[src/include/ext_bus_pin_mux_pkg.sv]
// Package holding the register map, field layout and reset values of the pin mux.
package ext_bus_pin_mux_pkg;

  // ****************************************************************
  // Register byte offsets
  // ****************************************************************
  localparam logic [7:0] OFF_EXT_BUS_CONTROL = 8'h00;
  localparam logic [7:0] OFF_PORTB_PERIPH_ENABLE = 8'h04;
  localparam logic [7:0] OFF_CLOCK_OUT_SELECT = 8'h08;
  localparam logic [7:0] OFF_PORTF_DIRECTION = 8'h0c;
  localparam logic [7:0] OFF_PORTF_PULLUP = 8'h10;
  localparam logic [7:0] OFF_PORTF_DATA_OUT = 8'h14;
  localparam logic [7:0] OFF_PORTF_DATA_IN = 8'h18;
  localparam logic [7:0] OFF_PORTB_DATA_OUT = 8'h1c;
  localparam logic [7:0] OFF_PORTB_DIRECTION = 8'h20;
  localparam logic [7:0] OFF_PORTB_DATA_IN = 8'h24;
  localparam logic [7:0] OFF_PIN_STATUS = 8'h28;
  localparam logic [7:0] OFF_PORTF_PERIPH_ENABLE = 8'h2c;

  // ****************************************************************
  // Field positions
  // ****************************************************************
  localparam int BUS_DRIVE_HOLD_BIT = 0;
  localparam int PORTF_LOW_BIT = 9;
  localparam int PORTB_LOW_BIT = 4;
  localparam int STATUS_BUS_ACTIVE_BIT = 0;

  // ****************************************************************
  // Reset values
  // ****************************************************************
  localparam logic RST_BUS_DRIVE_HOLD = 1'b0;
  localparam logic [3:0] RST_PORTB_PERIPH_ENABLE = 4'h0;
  localparam logic [3:0] RST_CLOCK_OUT_SELECT = 4'h0;
  localparam logic [6:0] RST_PORTF_PERIPH_ENABLE = 7'h7f;
  localparam logic [6:0] RST_PORTF_DIRECTION = 7'h00;
  localparam logic [6:0] RST_PORTF_PULLUP = 7'h7f;
  localparam logic [6:0] RST_PORTF_DATA_OUT = 7'h00;
  localparam logic [3:0] RST_PORTB_DATA_OUT = 4'h0;
  localparam logic [3:0] RST_PORTB_DIRECTION = 4'h0;

endpackage

[src/logic/ext_bus_pin_mux.sv]
// Pin multiplexer for address lines 20-23 and data lines 0-6.
// Function
// - Unless bus_drive_hold is set, address 20-23 and bus controls float while the bus is idle.
// - Unless bus_drive_hold is set, data 0-6 float while the bus is idle.
// - Port B pins 4-7 can carry prescaler, system, doubled system and oscillator clocks.
// - Port B pins 4-7 come out of reset as general-purpose I/O.
// - A set bit in portb_periph_enable_reg hands that port B pin to the peripheral path.
// - For a peripheral pin, clock_out_select_reg picks clock monitor over address.
// - The shared data / port F 9-15 pins come out of reset as data bus pins.
// - In GPIO use, each shared data pin has its own direction bit.
// - Clearing a port F bit in portf_pullup_reg disables that pin's pull-up.
//
// The register addresses and the APB register port are this design's own decisions.
module ext_bus_pin_mux
  import ext_bus_pin_mux_pkg::*;
(
  input wire logic mclk_i,
  input wire logic rst_n_i,
  input wire logic psel_i,
  input wire logic penable_i,
  input wire logic pwrite_i,
  input wire logic [7:0] paddr_i,
  input wire logic [31:0] pwdata_i,
  output logic [31:0] prdata_o,
  output logic pready_o,
  output logic pslverr_o,
  input wire logic bus_active_i,
  input wire logic [3:0] emi_addr_i,
  input wire logic [2:0] emi_ctrl_i,
  input wire logic [6:0] emi_data_out_i,
  input wire logic emi_data_write_i,
  output logic [6:0] emi_data_in_o,
  input wire logic prescaler_clock_i,
  input wire logic system_clock_monitor_i,
  input wire logic system_clock_double_monitor_i,
  input wire logic oscillator_clock_i,
  output logic [3:0] portb_pin_o,
  output logic [3:0] portb_pin_oe_n_o,
  input wire logic [3:0] portb_pin_i,
  output logic [2:0] emi_ctrl_pin_o,
  output logic [2:0] emi_ctrl_pin_oe_n_o,
  output logic [6:0] data_pin_o,
  output logic [6:0] data_pin_oe_n_o,
  input wire logic [6:0] data_pin_i,
  output logic [6:0] data_pin_pullup_o
);
  import ext_bus_pin_mux_pkg::*;

  // ****************************************************************
  // Register state
  // ****************************************************************
  logic bus_drive_hold, next_bus_drive_hold;
  logic [3:0] portb_periph_enable_reg, next_portb_periph_enable_reg;
  logic [3:0] clock_out_select_reg, next_clock_out_select_reg;
  logic [6:0] portf_periph_enable_reg, next_portf_periph_enable_reg;
  logic [6:0] portf_dir_reg, next_portf_dir_reg;
  logic [6:0] portf_pullup_reg, next_portf_pullup_reg;
  logic [6:0] portf_out_reg, next_portf_out_reg;
  logic [3:0] portb_out_reg, next_portb_out_reg;
  logic [3:0] portb_dir_reg, next_portb_dir_reg;
  logic [31:0] prdata, next_prdata;
  logic [6:0] data_meta, data_sync;
  logic [3:0] portb_meta, portb_sync;
  logic wr_en, rd_en, hit;

  // ****************************************************************
  // APB slave: zero wait states, unmapped addresses give pslverr
  // ****************************************************************
  assign wr_en = psel_i && penable_i && pwrite_i;
  assign rd_en = psel_i && !penable_i && !pwrite_i;
  assign pready_o = 1'b1;
  assign prdata_o = prdata;

  always_comb
  begin
    hit = 1'b1;
    unique case (paddr_i)
      OFF_EXT_BUS_CONTROL, OFF_PORTB_PERIPH_ENABLE, OFF_CLOCK_OUT_SELECT,
      OFF_PORTF_DIRECTION, OFF_PORTF_PULLUP, OFF_PORTF_DATA_OUT,
      OFF_PORTF_DATA_IN, OFF_PORTB_DATA_OUT, OFF_PORTB_DIRECTION,
      OFF_PORTB_DATA_IN, OFF_PIN_STATUS, OFF_PORTF_PERIPH_ENABLE: hit = 1'b1;
      default: hit = 1'b0;
    endcase
  end

  assign pslverr_o = psel_i && penable_i && !hit;

  always_comb
  begin
    next_bus_drive_hold = bus_drive_hold;
    next_portb_periph_enable_reg = portb_periph_enable_reg;
    next_clock_out_select_reg = clock_out_select_reg;
    next_portf_periph_enable_reg = portf_periph_enable_reg;
    next_portf_dir_reg = portf_dir_reg;
    next_portf_pullup_reg = portf_pullup_reg;
    next_portf_out_reg = portf_out_reg;
    next_portb_out_reg = portb_out_reg;
    next_portb_dir_reg = portb_dir_reg;
    next_prdata = prdata;
    if (wr_en)
    begin
      unique case (paddr_i)
        OFF_EXT_BUS_CONTROL:
          next_bus_drive_hold = pwdata_i[BUS_DRIVE_HOLD_BIT];
        OFF_PORTB_PERIPH_ENABLE:
          next_portb_periph_enable_reg = pwdata_i[PORTB_LOW_BIT +: 4];
        OFF_CLOCK_OUT_SELECT:
          next_clock_out_select_reg = pwdata_i[PORTB_LOW_BIT +: 4];
        OFF_PORTF_PERIPH_ENABLE:
          next_portf_periph_enable_reg = pwdata_i[PORTF_LOW_BIT +: 7];
        OFF_PORTF_DIRECTION:
          next_portf_dir_reg = pwdata_i[PORTF_LOW_BIT +: 7];
        OFF_PORTF_PULLUP:
          next_portf_pullup_reg = pwdata_i[PORTF_LOW_BIT +: 7];
        OFF_PORTF_DATA_OUT:
          next_portf_out_reg = pwdata_i[PORTF_LOW_BIT +: 7];
        OFF_PORTB_DATA_OUT:
          next_portb_out_reg = pwdata_i[PORTB_LOW_BIT +: 4];
        OFF_PORTB_DIRECTION:
          next_portb_dir_reg = pwdata_i[PORTB_LOW_BIT +: 4];
        default: ;
      endcase
    end
    if (rd_en)
    begin
      next_prdata = 32'h0000_0000;
      unique case (paddr_i)
        OFF_EXT_BUS_CONTROL:
          next_prdata[BUS_DRIVE_HOLD_BIT] = bus_drive_hold;
        OFF_PORTB_PERIPH_ENABLE:
          next_prdata[PORTB_LOW_BIT +: 4] = portb_periph_enable_reg;
        OFF_CLOCK_OUT_SELECT:
          next_prdata[PORTB_LOW_BIT +: 4] = clock_out_select_reg;
        OFF_PORTF_PERIPH_ENABLE:
          next_prdata[PORTF_LOW_BIT +: 7] = portf_periph_enable_reg;
        OFF_PORTF_DIRECTION:
          next_prdata[PORTF_LOW_BIT +: 7] = portf_dir_reg;
        OFF_PORTF_PULLUP:
          next_prdata[PORTF_LOW_BIT +: 7] = portf_pullup_reg;
        OFF_PORTF_DATA_OUT:
          next_prdata[PORTF_LOW_BIT +: 7] = portf_out_reg;
        OFF_PORTF_DATA_IN:
          next_prdata[PORTF_LOW_BIT +: 7] = data_sync;
        OFF_PORTB_DATA_OUT:
          next_prdata[PORTB_LOW_BIT +: 4] = portb_out_reg;
        OFF_PORTB_DIRECTION:
          next_prdata[PORTB_LOW_BIT +: 4] = portb_dir_reg;
        OFF_PORTB_DATA_IN:
          next_prdata[PORTB_LOW_BIT +: 4] = portb_sync;
        OFF_PIN_STATUS:
          next_prdata[STATUS_BUS_ACTIVE_BIT] = bus_active_i;
        default: ;
      endcase
    end
  end

  always_ff @(posedge mclk_i or negedge rst_n_i)
  begin
    if (!rst_n_i)
    begin
      bus_drive_hold <= RST_BUS_DRIVE_HOLD;
      portb_periph_enable_reg <= RST_PORTB_PERIPH_ENABLE;
      clock_out_select_reg <= RST_CLOCK_OUT_SELECT;
      portf_periph_enable_reg <= RST_PORTF_PERIPH_ENABLE;
      portf_dir_reg <= RST_PORTF_DIRECTION;
      portf_pullup_reg <= RST_PORTF_PULLUP;
      portf_out_reg <= RST_PORTF_DATA_OUT;
      portb_out_reg <= RST_PORTB_DATA_OUT;
      portb_dir_reg <= RST_PORTB_DIRECTION;
      prdata <= 32'h0000_0000;
      data_meta <= 7'h00;
      data_sync <= 7'h00;
      portb_meta <= 4'h0;
      portb_sync <= 4'h0;
    end
    else
    begin
      bus_drive_hold <= next_bus_drive_hold;
      portb_periph_enable_reg <= next_portb_periph_enable_reg;
      clock_out_select_reg <= next_clock_out_select_reg;
      portf_periph_enable_reg <= next_portf_periph_enable_reg;
      portf_dir_reg <= next_portf_dir_reg;
      portf_pullup_reg <= next_portf_pullup_reg;
      portf_out_reg <= next_portf_out_reg;
      portb_out_reg <= next_portb_out_reg;
      portb_dir_reg <= next_portb_dir_reg;
      prdata <= next_prdata;
      data_meta <= data_pin_i;
      data_sync <= data_meta;
      portb_meta <= portb_pin_i;
      portb_sync <= portb_meta;
    end
  end

  // ****************************************************************
  // Pin muxing
  // ****************************************************************
  logic drive_bus;
  logic [3:0] clock_mon;
  assign drive_bus = bus_active_i || bus_drive_hold;
  assign clock_mon = {oscillator_clock_i, system_clock_double_monitor_i,
                      system_clock_monitor_i, prescaler_clock_i};

  always_comb
  begin
    for (int i = 0; i < 4; i++)
    begin
      if (!portb_periph_enable_reg[i])
      begin
        portb_pin_o[i] = portb_out_reg[i];
        portb_pin_oe_n_o[i] = !portb_dir_reg[i];
      end
      else if (clock_out_select_reg[i])
      begin
        portb_pin_o[i] = clock_mon[i];
        portb_pin_oe_n_o[i] = 1'b0;
      end
      else
      begin
        portb_pin_o[i] = emi_addr_i[i];
        portb_pin_oe_n_o[i] = !drive_bus;
      end
    end
  end

  assign emi_ctrl_pin_o = emi_ctrl_i;
  assign emi_ctrl_pin_oe_n_o = {3{!drive_bus}};

  always_comb
  begin
    for (int i = 0; i < 7; i++)
    begin
      if (portf_periph_enable_reg[i])
      begin
        data_pin_o[i] = emi_data_out_i[i];
        data_pin_oe_n_o[i] = !(rst_n_i && drive_bus && emi_data_write_i);
      end
      else
      begin
        data_pin_o[i] = portf_out_reg[i];
        data_pin_oe_n_o[i] = !portf_dir_reg[i];
      end
    end
  end

  // Reset forces data pin drivers off and pull-ups on, whatever the registers hold.
  assign data_pin_pullup_o = rst_n_i ? portf_pullup_reg : RST_PORTF_PULLUP;
  assign emi_data_in_o = data_sync;

endmodule

[config.mk]
export PLATFORM = sky130hd
export DESIGN_NAME = ext_bus_pin_mux
export DESIGN_NICKNAME = d
export VERILOG_FILES = /design/src/include/ext_bus_pin_mux_pkg.sv /design/src/logic/ext_bus_pin_mux.sv
export SDC_FILE = /design/constraint.sdc
export NUM_CORES = 1
export LEC_CHECK = 0
export BUFFER_PORTS_ARGS = -buffer_cell sky130_fd_sc_hd__buf_2
export CAP_MARGIN = 20
export CORE_MARGIN = 10
export CORE_UTILIZATION = 53
export DETAILED_ROUTE_END_ITERATION = 6
export HOLD_SLACK_MARGIN = 0.08
export MAX_ROUTING_LAYER = met4
export PLACE_DENSITY = 0.86
export SYNTH_ARGS = -nofsm -noshare
export SYNTH_HDL_FRONTEND = slang
export SYNTH_SLANG_ARGS = --single-unit
[constraint.sdc]
create_clock -name mclk_i -period 4.1 [get_ports mclk_i]
set_input_delay 0.41 -clock mclk_i [delete_from_list [all_inputs] [get_ports mclk_i]]
set_output_delay 0.41 -clock mclk_i [all_outputs]
set_load 0.1 [all_outputs]
* Word level (Yosys, flattened, before mapping)
Index checks and enable logic that the tools add are counted.
Word-level totals: flip-flop bits (word level) 79, bits of input ports 76, output and inout bits 76, logic and storage cells 95
Cells by class: equality and inequality tests 11, muxes and demuxes 35, reductions and logical operators 35
Operators with widths (count):
- case mux 7 bit (5 select lines) | 1
- == test 8 x 5 -> 1 bit (second input constant) | 4
- == test 8 x 6 -> 1 bit (second input constant) | 4
- 2-to-1 mux 1 bit | 31
- case mux 4 bit (5 select lines) | 1
- AND reduction 2 bit | 9
- == test 8 x 4 -> 1 bit (second input constant) | 2
- logical NOT 1 bit | 16
- OR reduction 12 bit | 1
- == test 8 x 3 -> 1 bit (second input constant) | 1
- logical NOT 8 bit | 1
- logical AND 1 bit | 7
- 2-to-1 mux 7 bit | 1
- case mux 1 bit (2 select lines) | 1
- logical OR 1 bit | 1

* Logic depth before layout (Yosys ltp)
Gate-level depths: netlist of the first run.
depth after elaboration 5, gate-level depth with buffers 6, mapped depth without buffers 4

* Worst setup path after synthesis of the first run
Ideal clock, no wire load.
kind in2out, from input port paddr_i[2], to output port pslverr_o, arrival 3.333 ns, required time 3.690 ns, setup slack 0.357 ns, stages 5, buffers on the path 2, cell sequence buf_2 > nor2b_1 > clkbuf_1 > o21ai_0 > a221oi_1
Between the ends: cells in the longest elaborated chain, start to end 5, elaborated cells on any way between the ends 16, those cells by class 11 x eq/ne; 1 x mux; 4 x reduce/logical
Ends and longest elaborated chain:
- start, declared | line ext_bus_pin_mux.sv:22 | input wire logic [7:0] paddr_i,
- == test 8 x 5 -> 1 bit, or another cell as far along | line ext_bus_pin_mux.sv:77 | unique case (paddr_i)
- OR reduction 12 bit (*) | line ext_bus_pin_mux.sv:77
- 2-to-1 mux 1 bit (*) | line ext_bus_pin_mux.sv:77
- logical NOT 1 bit (*) | line ext_bus_pin_mux.sv:86 | assign pslverr_o = psel_i && penable_i && !hit;
- logical AND 1 bit (*) | line ext_bus_pin_mux.sv:86
- end, declared | line ext_bus_pin_mux.sv:26 | output logic pslverr_o,
Mark *: on every way between the ends. The rest lies on a longest branch, timed or not.

* Worst setup path after layout of the first run
from input port paddr_i[3], to output port pslverr_o
Same word-level chain as after synthesis.

==> results of run 1 <==
[per-stage QoR]
stage	instance area [sq um]	setup WS, ps	util, %
2_1_floorplan	3960	357	-
3_3_place_gp	4370	1360	60.9
3_5_place_dp	4370	1310	60.9
4_1_cts	4570	1210	63.6
5_1_grt	4570	1020	63.6
6_report	4570	1240	63.6
[per-layer routing]
layer	track usage (%)	part of all wire, %	routed length [um]	vias up
met5	-	0	0	-
met1	21.3	43	4190	1373
met2	26.0	46	4460	115
met3	5.79	8.8	857	14
met4	7.25	1.8	176	0
li1	-	-	-	1305
[cell type report]
cell class	instances	share of cell area, %
multi-input cells	219	37.3
well taps	99	2.71
clock buffers	11	2.88
clock inverters	5	1.29
inverters	2	0.164
flip-flops and latches	79	43.7
repair buffers	107	12.0
[layout by cell type, fill, tap and decap left out, drive strengths merged, types with 3 or more instances in the layout]
cell / Yosys / routed
nor4: 5 / 5
a31oi: 4 / 4
buf: 32 / 106
nand2: 17 / 17
dfrtp: 65 / 65
conb: 2 / 21
nor3: 3 / 3
a22o: 4 / 4
a21oi: 12 / 12
clkbuf: 8 / 11
nand2b: 7 / 7
nor2: 22 / 22
o2bb2ai: 7 / 7
mux2i: 19 / 19
mux2: 61 / 61
nor4b: 3 / 3
dfstp: 14 / 14
o21ai: 6 / 6
nand3: 5 / 5
nor3b: 3 / 3
a22oi: 7 / 7
[power groups by stage]
stage	Clock [mW]	Combinational [mW]	Sequential, mW
2_1_floorplan	0	0.263	0.985
3_3_place_gp	0	0.461	0.845
3_5_place_dp	0	0.465	0.848
4_1_cts	0.567	0.466	0.833
5_1_grt	0.603	0.484	0.837
6_report	0.560	0.464	0.833
[path summary, 6_finish.rpt]
| kind | from | end | slack (ps) |
|---|---|---|---|
| max | paddr_i[3] | pslverr_o | 1240 |
| min | portb_pin_i[0] | portb_meta[0] | 150 |
| max reg2reg | portf_out_reg[5] | prdata_o[14] | 2850 |
| min reg2reg | portb_meta[1] | portb_sync[1] | 350 |
| max in group asynchronous | rst_n_i | portf_out_reg[4] | 2600 |
| min in group asynchronous | rst_n_i | portf_dir_reg[3] | 540 |
[logic make-up (layout without fill, tap and decap cells)]
logic type	count (synthesis)	after routing	synth area share, %
flip-flops	79	79	51.3
AO/OA/AOI/OAI	44	44	7.75
other	2	21	0.193
AND/OR/NAND/NOR	74	74	11.3
multiplexers	80	80	22.6
buffers and inverters	42	125	6.89
[critical path: cells and delay by family]
kind | cells | cell delay [ps]
buffers and inverters | 2 | 770
AND/OR/NAND/NOR | 1 | 660
AO/OA/AOI/OAI | 2 | 600
[timing repair]
action                                  in CTS  in global routing
buffers inserted                             0                  0
endpoints found under the setup margin       0                  0
hold endpoints to repair                    31                  0
hold buffers                                 1                  0
==> results.ini, run 1 <==
[drt]
drt_first_pass_iters=7
vias=2807
drc=0
initialDrtViolationCount=244
wl_per_cell_um=18.6
routed_wl_um=9690
antenna_left=0
avgViaCountPerCell=5.38

[synthesis]
ys.warnings.count=0
synth-edff-count=0
ys.flop_type=dfrtp_1
synthArstFlopShare_pct=100
syn_inst=321
synthesis.area_sq_um=3890
synth_area_per_cell_sq_um=12.1
yosysTopAreaCell=dfrtp_1
synth.area.top_cells=dfrtp_1 42%, mux2_2 18%, dfstp_2 9.5%
yosysSeqAreaShare_pct=51.3
ys_types=42
synth-seq-cells=79
synth_top_cell_area_share_pct=41.8
yosysMostFrequentCell=dfrtp_1
ys_top_cells_by_count=65 x dfrtp_1, 61 x mux2_2, 28 x buf_4, 19 x mux2i_1, 19 x nor2_1

[setup_path]
required_ps=3690
crit_chain=buf_2, nor2b_1, o21ai_0, a221oi_1, buf_2
crit_path_top_delay_cell=nor2b_1
slowest_delay_ps=660
critPathCaptureType=output port
cp_max_fo=16
worst_path_most_repeated_cell=buf_2
cp_data_arrival_time_ps=2450
start_kind=input pin
reg2reg_depth=4
crit_type=in -> out

[grt]
grt_pass1_wl_um=15200
grt_pass1_vias=3009
antenna_found_initial=0
grt_usage_pct=17.5
grt-ovfl-total=0
grt_max_degree=50

[pwr]
powerDensity_nw_per_um2=407
swShare_pct=37.2
total_leakage_power_nw=2.17
power.internal_mw=1.17
switching_power_mw=0.691
comb_power_share_pct=25.0
pwr-share-seq_pct=44.8
clkPwrFrac_pct=30.2
ir_drop_mv=0.323
power_mw=1.86

[timing]
relSlewSlack_pct=43.2
slew_viol_final=0
hold_slack_ps=151
hold_violations=0
clock_skew_ps=10.9
tightestPinTransition_ps=845
min_period_ps=2860
rsz0062_at_grt=false
max_clock_freq_mhz=349
finalSetupTns_ps=0
period_share_pct=69.8
setup_viol_count_final=0

[floorplan]
core_area_sq_um=7180
io_pins=152
die_height_um=106
rows=31
start_util_pct=54.2
die-area_sq_um=11200
fp.dieW_um=106

[flow_run]
cap_violations=0

[finish]
fillers=576
seq_area_sq_um=1990
area_growth_pct=17.4
drive_above_1_share_pct=49.2
num-nets-final=494
n_antenna_cell=0
multi_input_comb_area_sq_um=1700
largest_register_ffs=12
layout.cells.non_filler=522

[outcome]
status=completed

[place]
place_congestion=0.823
dp_hpwl_um=7330
portBuffers=104
dp.cells=505

[cts]
clk_latency_ps=360
clk_pin_slew_worst_paths_ps=80
clockBufferDepth=2
cts-root-buf=clkbuf_8
cts_max_level=3
cts_tree=done
cts_resized=0
cts_sinks=79
numCtsBuffers=9

[hold_path]
whs_path_depth=1
hp-class=in -> reg

Power figures use the tool's default switching activity.
==> inputs of run 2 (changes only) <==
Settings changed: CORE_UTILIZATION 53 to 49, PLACE_DENSITY 0.86 to 0.8.
Clock period 4.1 ns to 2.66 ns, I/O delays scaled along.
==> run 2 against run 1 <==
  * Hold slack better by 8.7 ps
  * Clock power up 93%
  * Global-route usage up 0.13 points
  * Count of clock-buffer cells in the layout unchanged
  * Non-clock buffer count up 16
  * Critical endpoint is now data_pin_oe_n_o[3]
  * Largest power group unchanged
==> results.ini, run 2 (same netlist as run 1, synthesis figures left out) <==
[outcome]
status=completed  ; unchanged

[cts]
clockBufferDepth=2  ; unchanged
numCtsBuffers=9  ; unchanged
cts_tree=done  ; unchanged
clk_latency_ps=350  ; was 360 ps
cts_sinks=79  ; unchanged
clk_pin_slew_worst_paths_ps=80  ; about the same
cts-root-buf=clkbuf_8  ; unchanged
cts_resized=0  ; unchanged
cts_max_level=3  ; unchanged

[finish]
largest_register_ffs=12  ; unchanged
n_antenna_cell=0  ; unchanged
layout.cells.non_filler=541  ; was 522
drive_above_1_share_pct=49.0  ; was 49.2%
final_common_cell=buf_2  ; unchanged
area_growth_pct=23.4  ; was 17.4%
layout_common_cells=102 x buf_2, 65 x dfrtp_1, 61 x mux2_2  ; was 103 x buf_2, 65 x dfrtp_1, 61 x mux2_2
num-nets-final=510  ; was 494
fillers=605  ; was 576

[drt]
drt_first_pass_iters=5  ; was 7
initialDrtViolationCount=210  ; was 244
vias=2882  ; was 2,807
wl_per_cell_um=19.1  ; was 18.6 um
antenna_left=0  ; unchanged
avgViaCountPerCell=5.33  ; was 5.38
routed_wl_um=10300  ; was 9690 um
drc=0  ; unchanged

[pwr]
ir_drop_mv=0.442  ; was 0.323 mV
total_leakage_power_nw=2.28  ; was 2.17 nW
powerDensity_nw_per_um2=647  ; was 407 nW/um^2
power_mw=3.11  ; was 1.86 mW

[setup_path]
cp_max_fo=7  ; was 16
critPathCaptureType=output port  ; unchanged
r2r_setup_slack_ps=1430  ; was 2850 ps
crit_chain=or2_2, and3_1, mux2i_1, buf_2  ; was buf_2, nor2b_1, o21ai_0, a221oi_1, buf_2
reg2reg_depth=4  ; unchanged
required_ps=2390  ; was 3690 ps
slowest_delay_ps=450  ; was 660 ps
crit_type=reg -> out  ; was in -> out
crit_path_top_delay_cell=buf_2  ; was nor2b_1
r2r-end=prdata_o[14]  ; unchanged
cp_data_arrival_time_ps=2110  ; was 2450 ps
start_kind=flip-flop  ; was input pin
r2r-start=portf_out_reg[5]  ; unchanged

[timing]
hold_slack_ps=159  ; was 151 ps
tightestPinTransition_ps=652  ; was 845 ps
period_share_pct=89.2
clock_skew_ps=7.32  ; was 10.9 ps
hold_violations=0  ; unchanged
relSlewSlack_pct=55.9  ; was 43.2%
rsz0062_at_grt=false  ; unchanged
max_clock_freq_mhz=421
min_period_ps=2370
fin_ws_ps=286  ; was 1240 ps
setup_viol_count_final=0  ; unchanged
slew_viol_final=0  ; unchanged

[floorplan]
die-area_sq_um=11900  ; was 11,200 sq um
rows=32  ; was 31
die_height_um=109  ; was 106 um
fp.dieW_um=109  ; was 106 um
start_util_pct=50.3  ; was 54.2%
io_pins=152  ; unchanged
core_area_sq_um=7730  ; was 7180 sq um

[place]
portBuffers=104  ; unchanged
dp.cells=513  ; was 505
dp_hpwl_um=7650  ; was 7330 um
dp_slack_ps=598  ; was 1310 ps
place_congestion=0.809  ; was 0.823

[hold_path]
holdCritStartpoint=pwdata_i[0]  ; was portb_pin_i[0]
hp-class=in -> reg  ; unchanged
whs_path_depth=2  ; was 1
hold_end=bus_drive_hold  ; was portb_meta[0]

[grt]
grt_usage_pct=17.6  ; was 17.5%
antenna_found_initial=0  ; unchanged
grt_max_degree=32  ; was 50
grt_pass1_wl_um=15900  ; was 15,200 um
grt-ovfl-total=0  ; unchanged
grt_pass1_vias=2985  ; was 3,009

[flow_run]
cap_violations=0  ; unchanged

-- run 2: where the power goes --
| part | switching [mW] | internal [mW] | total, mW |
|---|---|---|---|
| Combinational | 0.615 | 0.126 | 0.741 |
| Sequential | 0.0297 | 1.25 | 1.28 |
| Clock | 0.429 | 0.651 | 1.08 |
-- run 2: what timing repair did --
action | 4_1_cts | 5_1_grt
buffers inserted | 0 | 0
hold buffers | 12 | 0
hold endpoints to repair | 32 | 0
endpoints found under the setup margin | 0 | 0
-- run 2: metrics by stage --
stage | util (%) | setup TNS [ps] | cell area (sq um)
6_report | 62.1 | 0 | 4800
5_1_grt | 62.1 | 0 | 4800
4_1_cts | 62.1 | 0 | 4800
3_5_place_dp | 57.3 | 0 | 4430
3_3_place_gp | 57.3 | 0 | 4430
2_1_floorplan | - | -1790 | 3970
-- run 2: area by class of cell --
class | instances | area [sq um] | share of cell area (%)
clock buffer | 11 | 141 | 2.95
clock inverter | 5 | 106 | 2.22
inverter | 2 | 7.51 | 0.156
multi-input combinational | 219 | 1710 | 35.6
sequential | 79 | 1990 | 41.6
tap | 102 | 128 | 2.66
timing repair buffer | 123 | 711 | 14.8
-- run 2: worst max-delay path: cells and delay by family, from the launching register on --
kind	cells	cell delay, ps
buf+inv	1	450
flops	1	390
mux	1	210
simple gates	2	710
-- run 2: worst max-delay path by stage --
stage                              start                         end  slack (ps)  cells after the start
after detailed placement      paddr_i[4]  portf_periph_enable_reg[5]         600                      5
after CTS                 bus_drive_hold          data_pin_oe_n_o[3]         270                      4
after floorplan           bus_drive_hold          data_pin_oe_n_o[0]        -260                      5
after global routing      bus_drive_hold          data_pin_oe_n_o[4]         230                      4
after global placement        paddr_i[4]  portf_periph_enable_reg[1]         630                      5
final                     bus_drive_hold          data_pin_oe_n_o[3]         290                      4
-- run 2: routing by layer --
| layer | track usage, % | routed length [um] | part of all wire, % | vias up |
|---|---|---|---|---|
| li1 | - | - | - | 1338 |
| met1 | 21.1 | 4180 | 40 | 1403 |
| met2 | 27.9 | 4940 | 48 | 125 |
| met3 | 5.49 | 1080 | 10 | 16 |
| met4 | 4.90 | 144 | 1.4 | 0 |
| met5 | - | 0 | 0 | - |
==> inputs of run 3 (changes only) <==
Settings changed: CORE_UTILIZATION 49 to 51, CTS_BUF_LIST set to sky130_fd_sc_hd__clkbuf_4, PLACE_DENSITY 0.8 to 0.83.
==> run 3 against run 2 <==
  * Global-route usage increased by 1.2 points
  * Clock skew increased by 2.8 ps
  * Setup slack got worse by 130 ps
  * Register-to-register slack got worse by 130 ps
  * Hold slack got worse by 48 ps
  * Critical path type unchanged
==> results.ini, run 3 (same netlist as run 1, synthesis figures left out) <==
[timing]
hold_slack_ps=112  ; was 159 ps
clock_skew_ps=10.2  ; was 7.32 ps
rsz0062_at_grt=false  ; unchanged
hold_violations=0  ; unchanged
relSlewSlack_pct=51.4  ; was 55.9%
tightestPinTransition_ps=725  ; was 652 ps
min_period_ps=2510  ; was 2370 ps
max_clock_freq_mhz=399  ; was 421 MHz
setup_viol_count_final=0  ; unchanged
slew_viol_final=0  ; unchanged
period_share_pct=94.3  ; was 89.2%

[grt]
grt_pass1_wl_um=16500  ; was 15,900 um
grt-ovfl-total=0  ; unchanged
antenna_found_initial=1  ; was 0
grt_pass1_vias=3138  ; was 2,985
grt_max_degree=53  ; was 32
grt_usage_pct=18.8  ; was 17.6%

[finish]
finish.utilization_pct=64.3  ; was 62.1%
num-nets-final=510  ; unchanged
final_common_cell=buf_2  ; unchanged
largest_register_ffs=12  ; unchanged
area_growth_pct=21.1  ; was 23.4%
drive_above_1_share_pct=48.7  ; was 49.0%
final_area_sq_um=4710  ; was 4800 sq um
layout_common_cells=102 x buf_2, 65 x dfrtp_1, 61 x mux2_2  ; unchanged

[setup_path]
start_kind=flip-flop  ; unchanged
critPathCaptureType=output port  ; unchanged
cp_max_fo=7  ; unchanged
required_ps=2390  ; about the same
cp_data_arrival_time_ps=2240  ; was 2110 ps
crit_type=reg -> out  ; unchanged

[cts]
cts-root-buf=clkbuf_4  ; was clkbuf_8
clk_latency_ps=420  ; was 350 ps
cts_resized=0  ; unchanged
numCtsBuffers=9  ; unchanged
clockBufferDepth=2  ; unchanged
cts_sinks=79  ; unchanged
cts_max_level=3  ; unchanged
clk_pin_slew_worst_paths_ps=130  ; was 80 ps
cts_tree=done  ; unchanged

[floorplan]
rows=31  ; was 32
fp.dieW_um=107  ; was 109 um
core_area_sq_um=7330  ; was 7730 sq um
die_height_um=107  ; was 109 um
start_util_pct=53.0  ; was 50.3%
die-area_sq_um=11500  ; was 11,900 sq um
io_pins=152  ; unchanged

[drt]
antenna_left=0  ; unchanged
wl_per_cell_um=19.4  ; was 19.1 um
drt_first_pass_iters=4  ; was 5
avgViaCountPerCell=5.47  ; was 5.33
initialDrtViolationCount=211  ; was 210
vias=2950  ; was 2,882
routed_wl_um=10500  ; was 10,300 um
drc=0  ; unchanged

[pwr]
powerDensity_nw_per_um2=601  ; was 647 nW/um^2
ir_drop_mv=0.413  ; was 0.442 mV
power_mw=2.83  ; was 3.11 mW
total_leakage_power_nw=2.24  ; was 2.28 nW

[place]
dp_hpwl_um=7670  ; was 7650 um
placed_area_sq_um=4420  ; was 4430 sq um
portBuffers=104  ; unchanged
place_congestion=0.881  ; was 0.809

[outcome]
status=completed  ; unchanged

[hold_path]
hp-class=in -> reg  ; unchanged

[flow_run]
cap_violations=0  ; unchanged

run 3: worst paths after layout:
| path | from | to | slack (ps) | depth (start not counted) |
|---|---|---|---|---|
| worst max register to register | portf_dir_reg[4] | prdata_o[13] | 1300 | 3 |
| min in group asynchronous | rst_n_i | portf_dir_reg[4] | 540 | 3 |
| max in group asynchronous | rst_n_i | prdata_o[5] | 1250 | 4 |
| worst min register to register | data_meta[5] | emi_data_in_o[5] | 360 | 0 |
| worst max-delay path | bus_drive_hold | data_pin_oe_n_o[5] | 150 | 4 |
| worst min-delay path | pwdata_i[4] | portb_periph_enable_reg[0] | 110 | 2 |
run 3: critical path, cell delays in order (launching register included):
cell and delay (ps):
dfrtp_1 410, or2_2 380, and3_1 330, mux2i_1 230, buf_2 470
run 3: what timing repair did:
action	CTS	global route
endpoints found under the hold margin	42	0
buffers inserted	0	0
setup endpoints to repair	0	0
hold buffers	13	0
run 3: report_power, final:
group          internal, mW  switching [mW]
registers              1.25          0.0296
logic                 0.127           0.617
clock network         0.389           0.416
run 3: per-layer routing:
layer / track usage [%] / wire (um)
met1: 23.5 / 4420
met5: - / 0
met4: 7.54 / 237
met2: 29.0 / 5080
met3: 3.95 / 727
run 3: layout make-up:
type                       count  area [sq um]
multi-input combinational    219          1710
sequential                    79          1990
fill                         555          2620
inverter                       2          7.51
antenna                        1          2.50
clock inverter                 6          85.1
timing repair buffer         123           713
tap                           99           124
clock buffer                  10          75.1
run 3: stage by stage:
stage          cells  setup slack [ps]  setup TNS (ps)
2_1_floorplan    340              -256           -1790
3_3_place_gp     509               612               0
4_1_cts          538               144               0
3_5_place_dp     509               624               0
5_1_grt          539              79.3               0
6_report         539               153               0
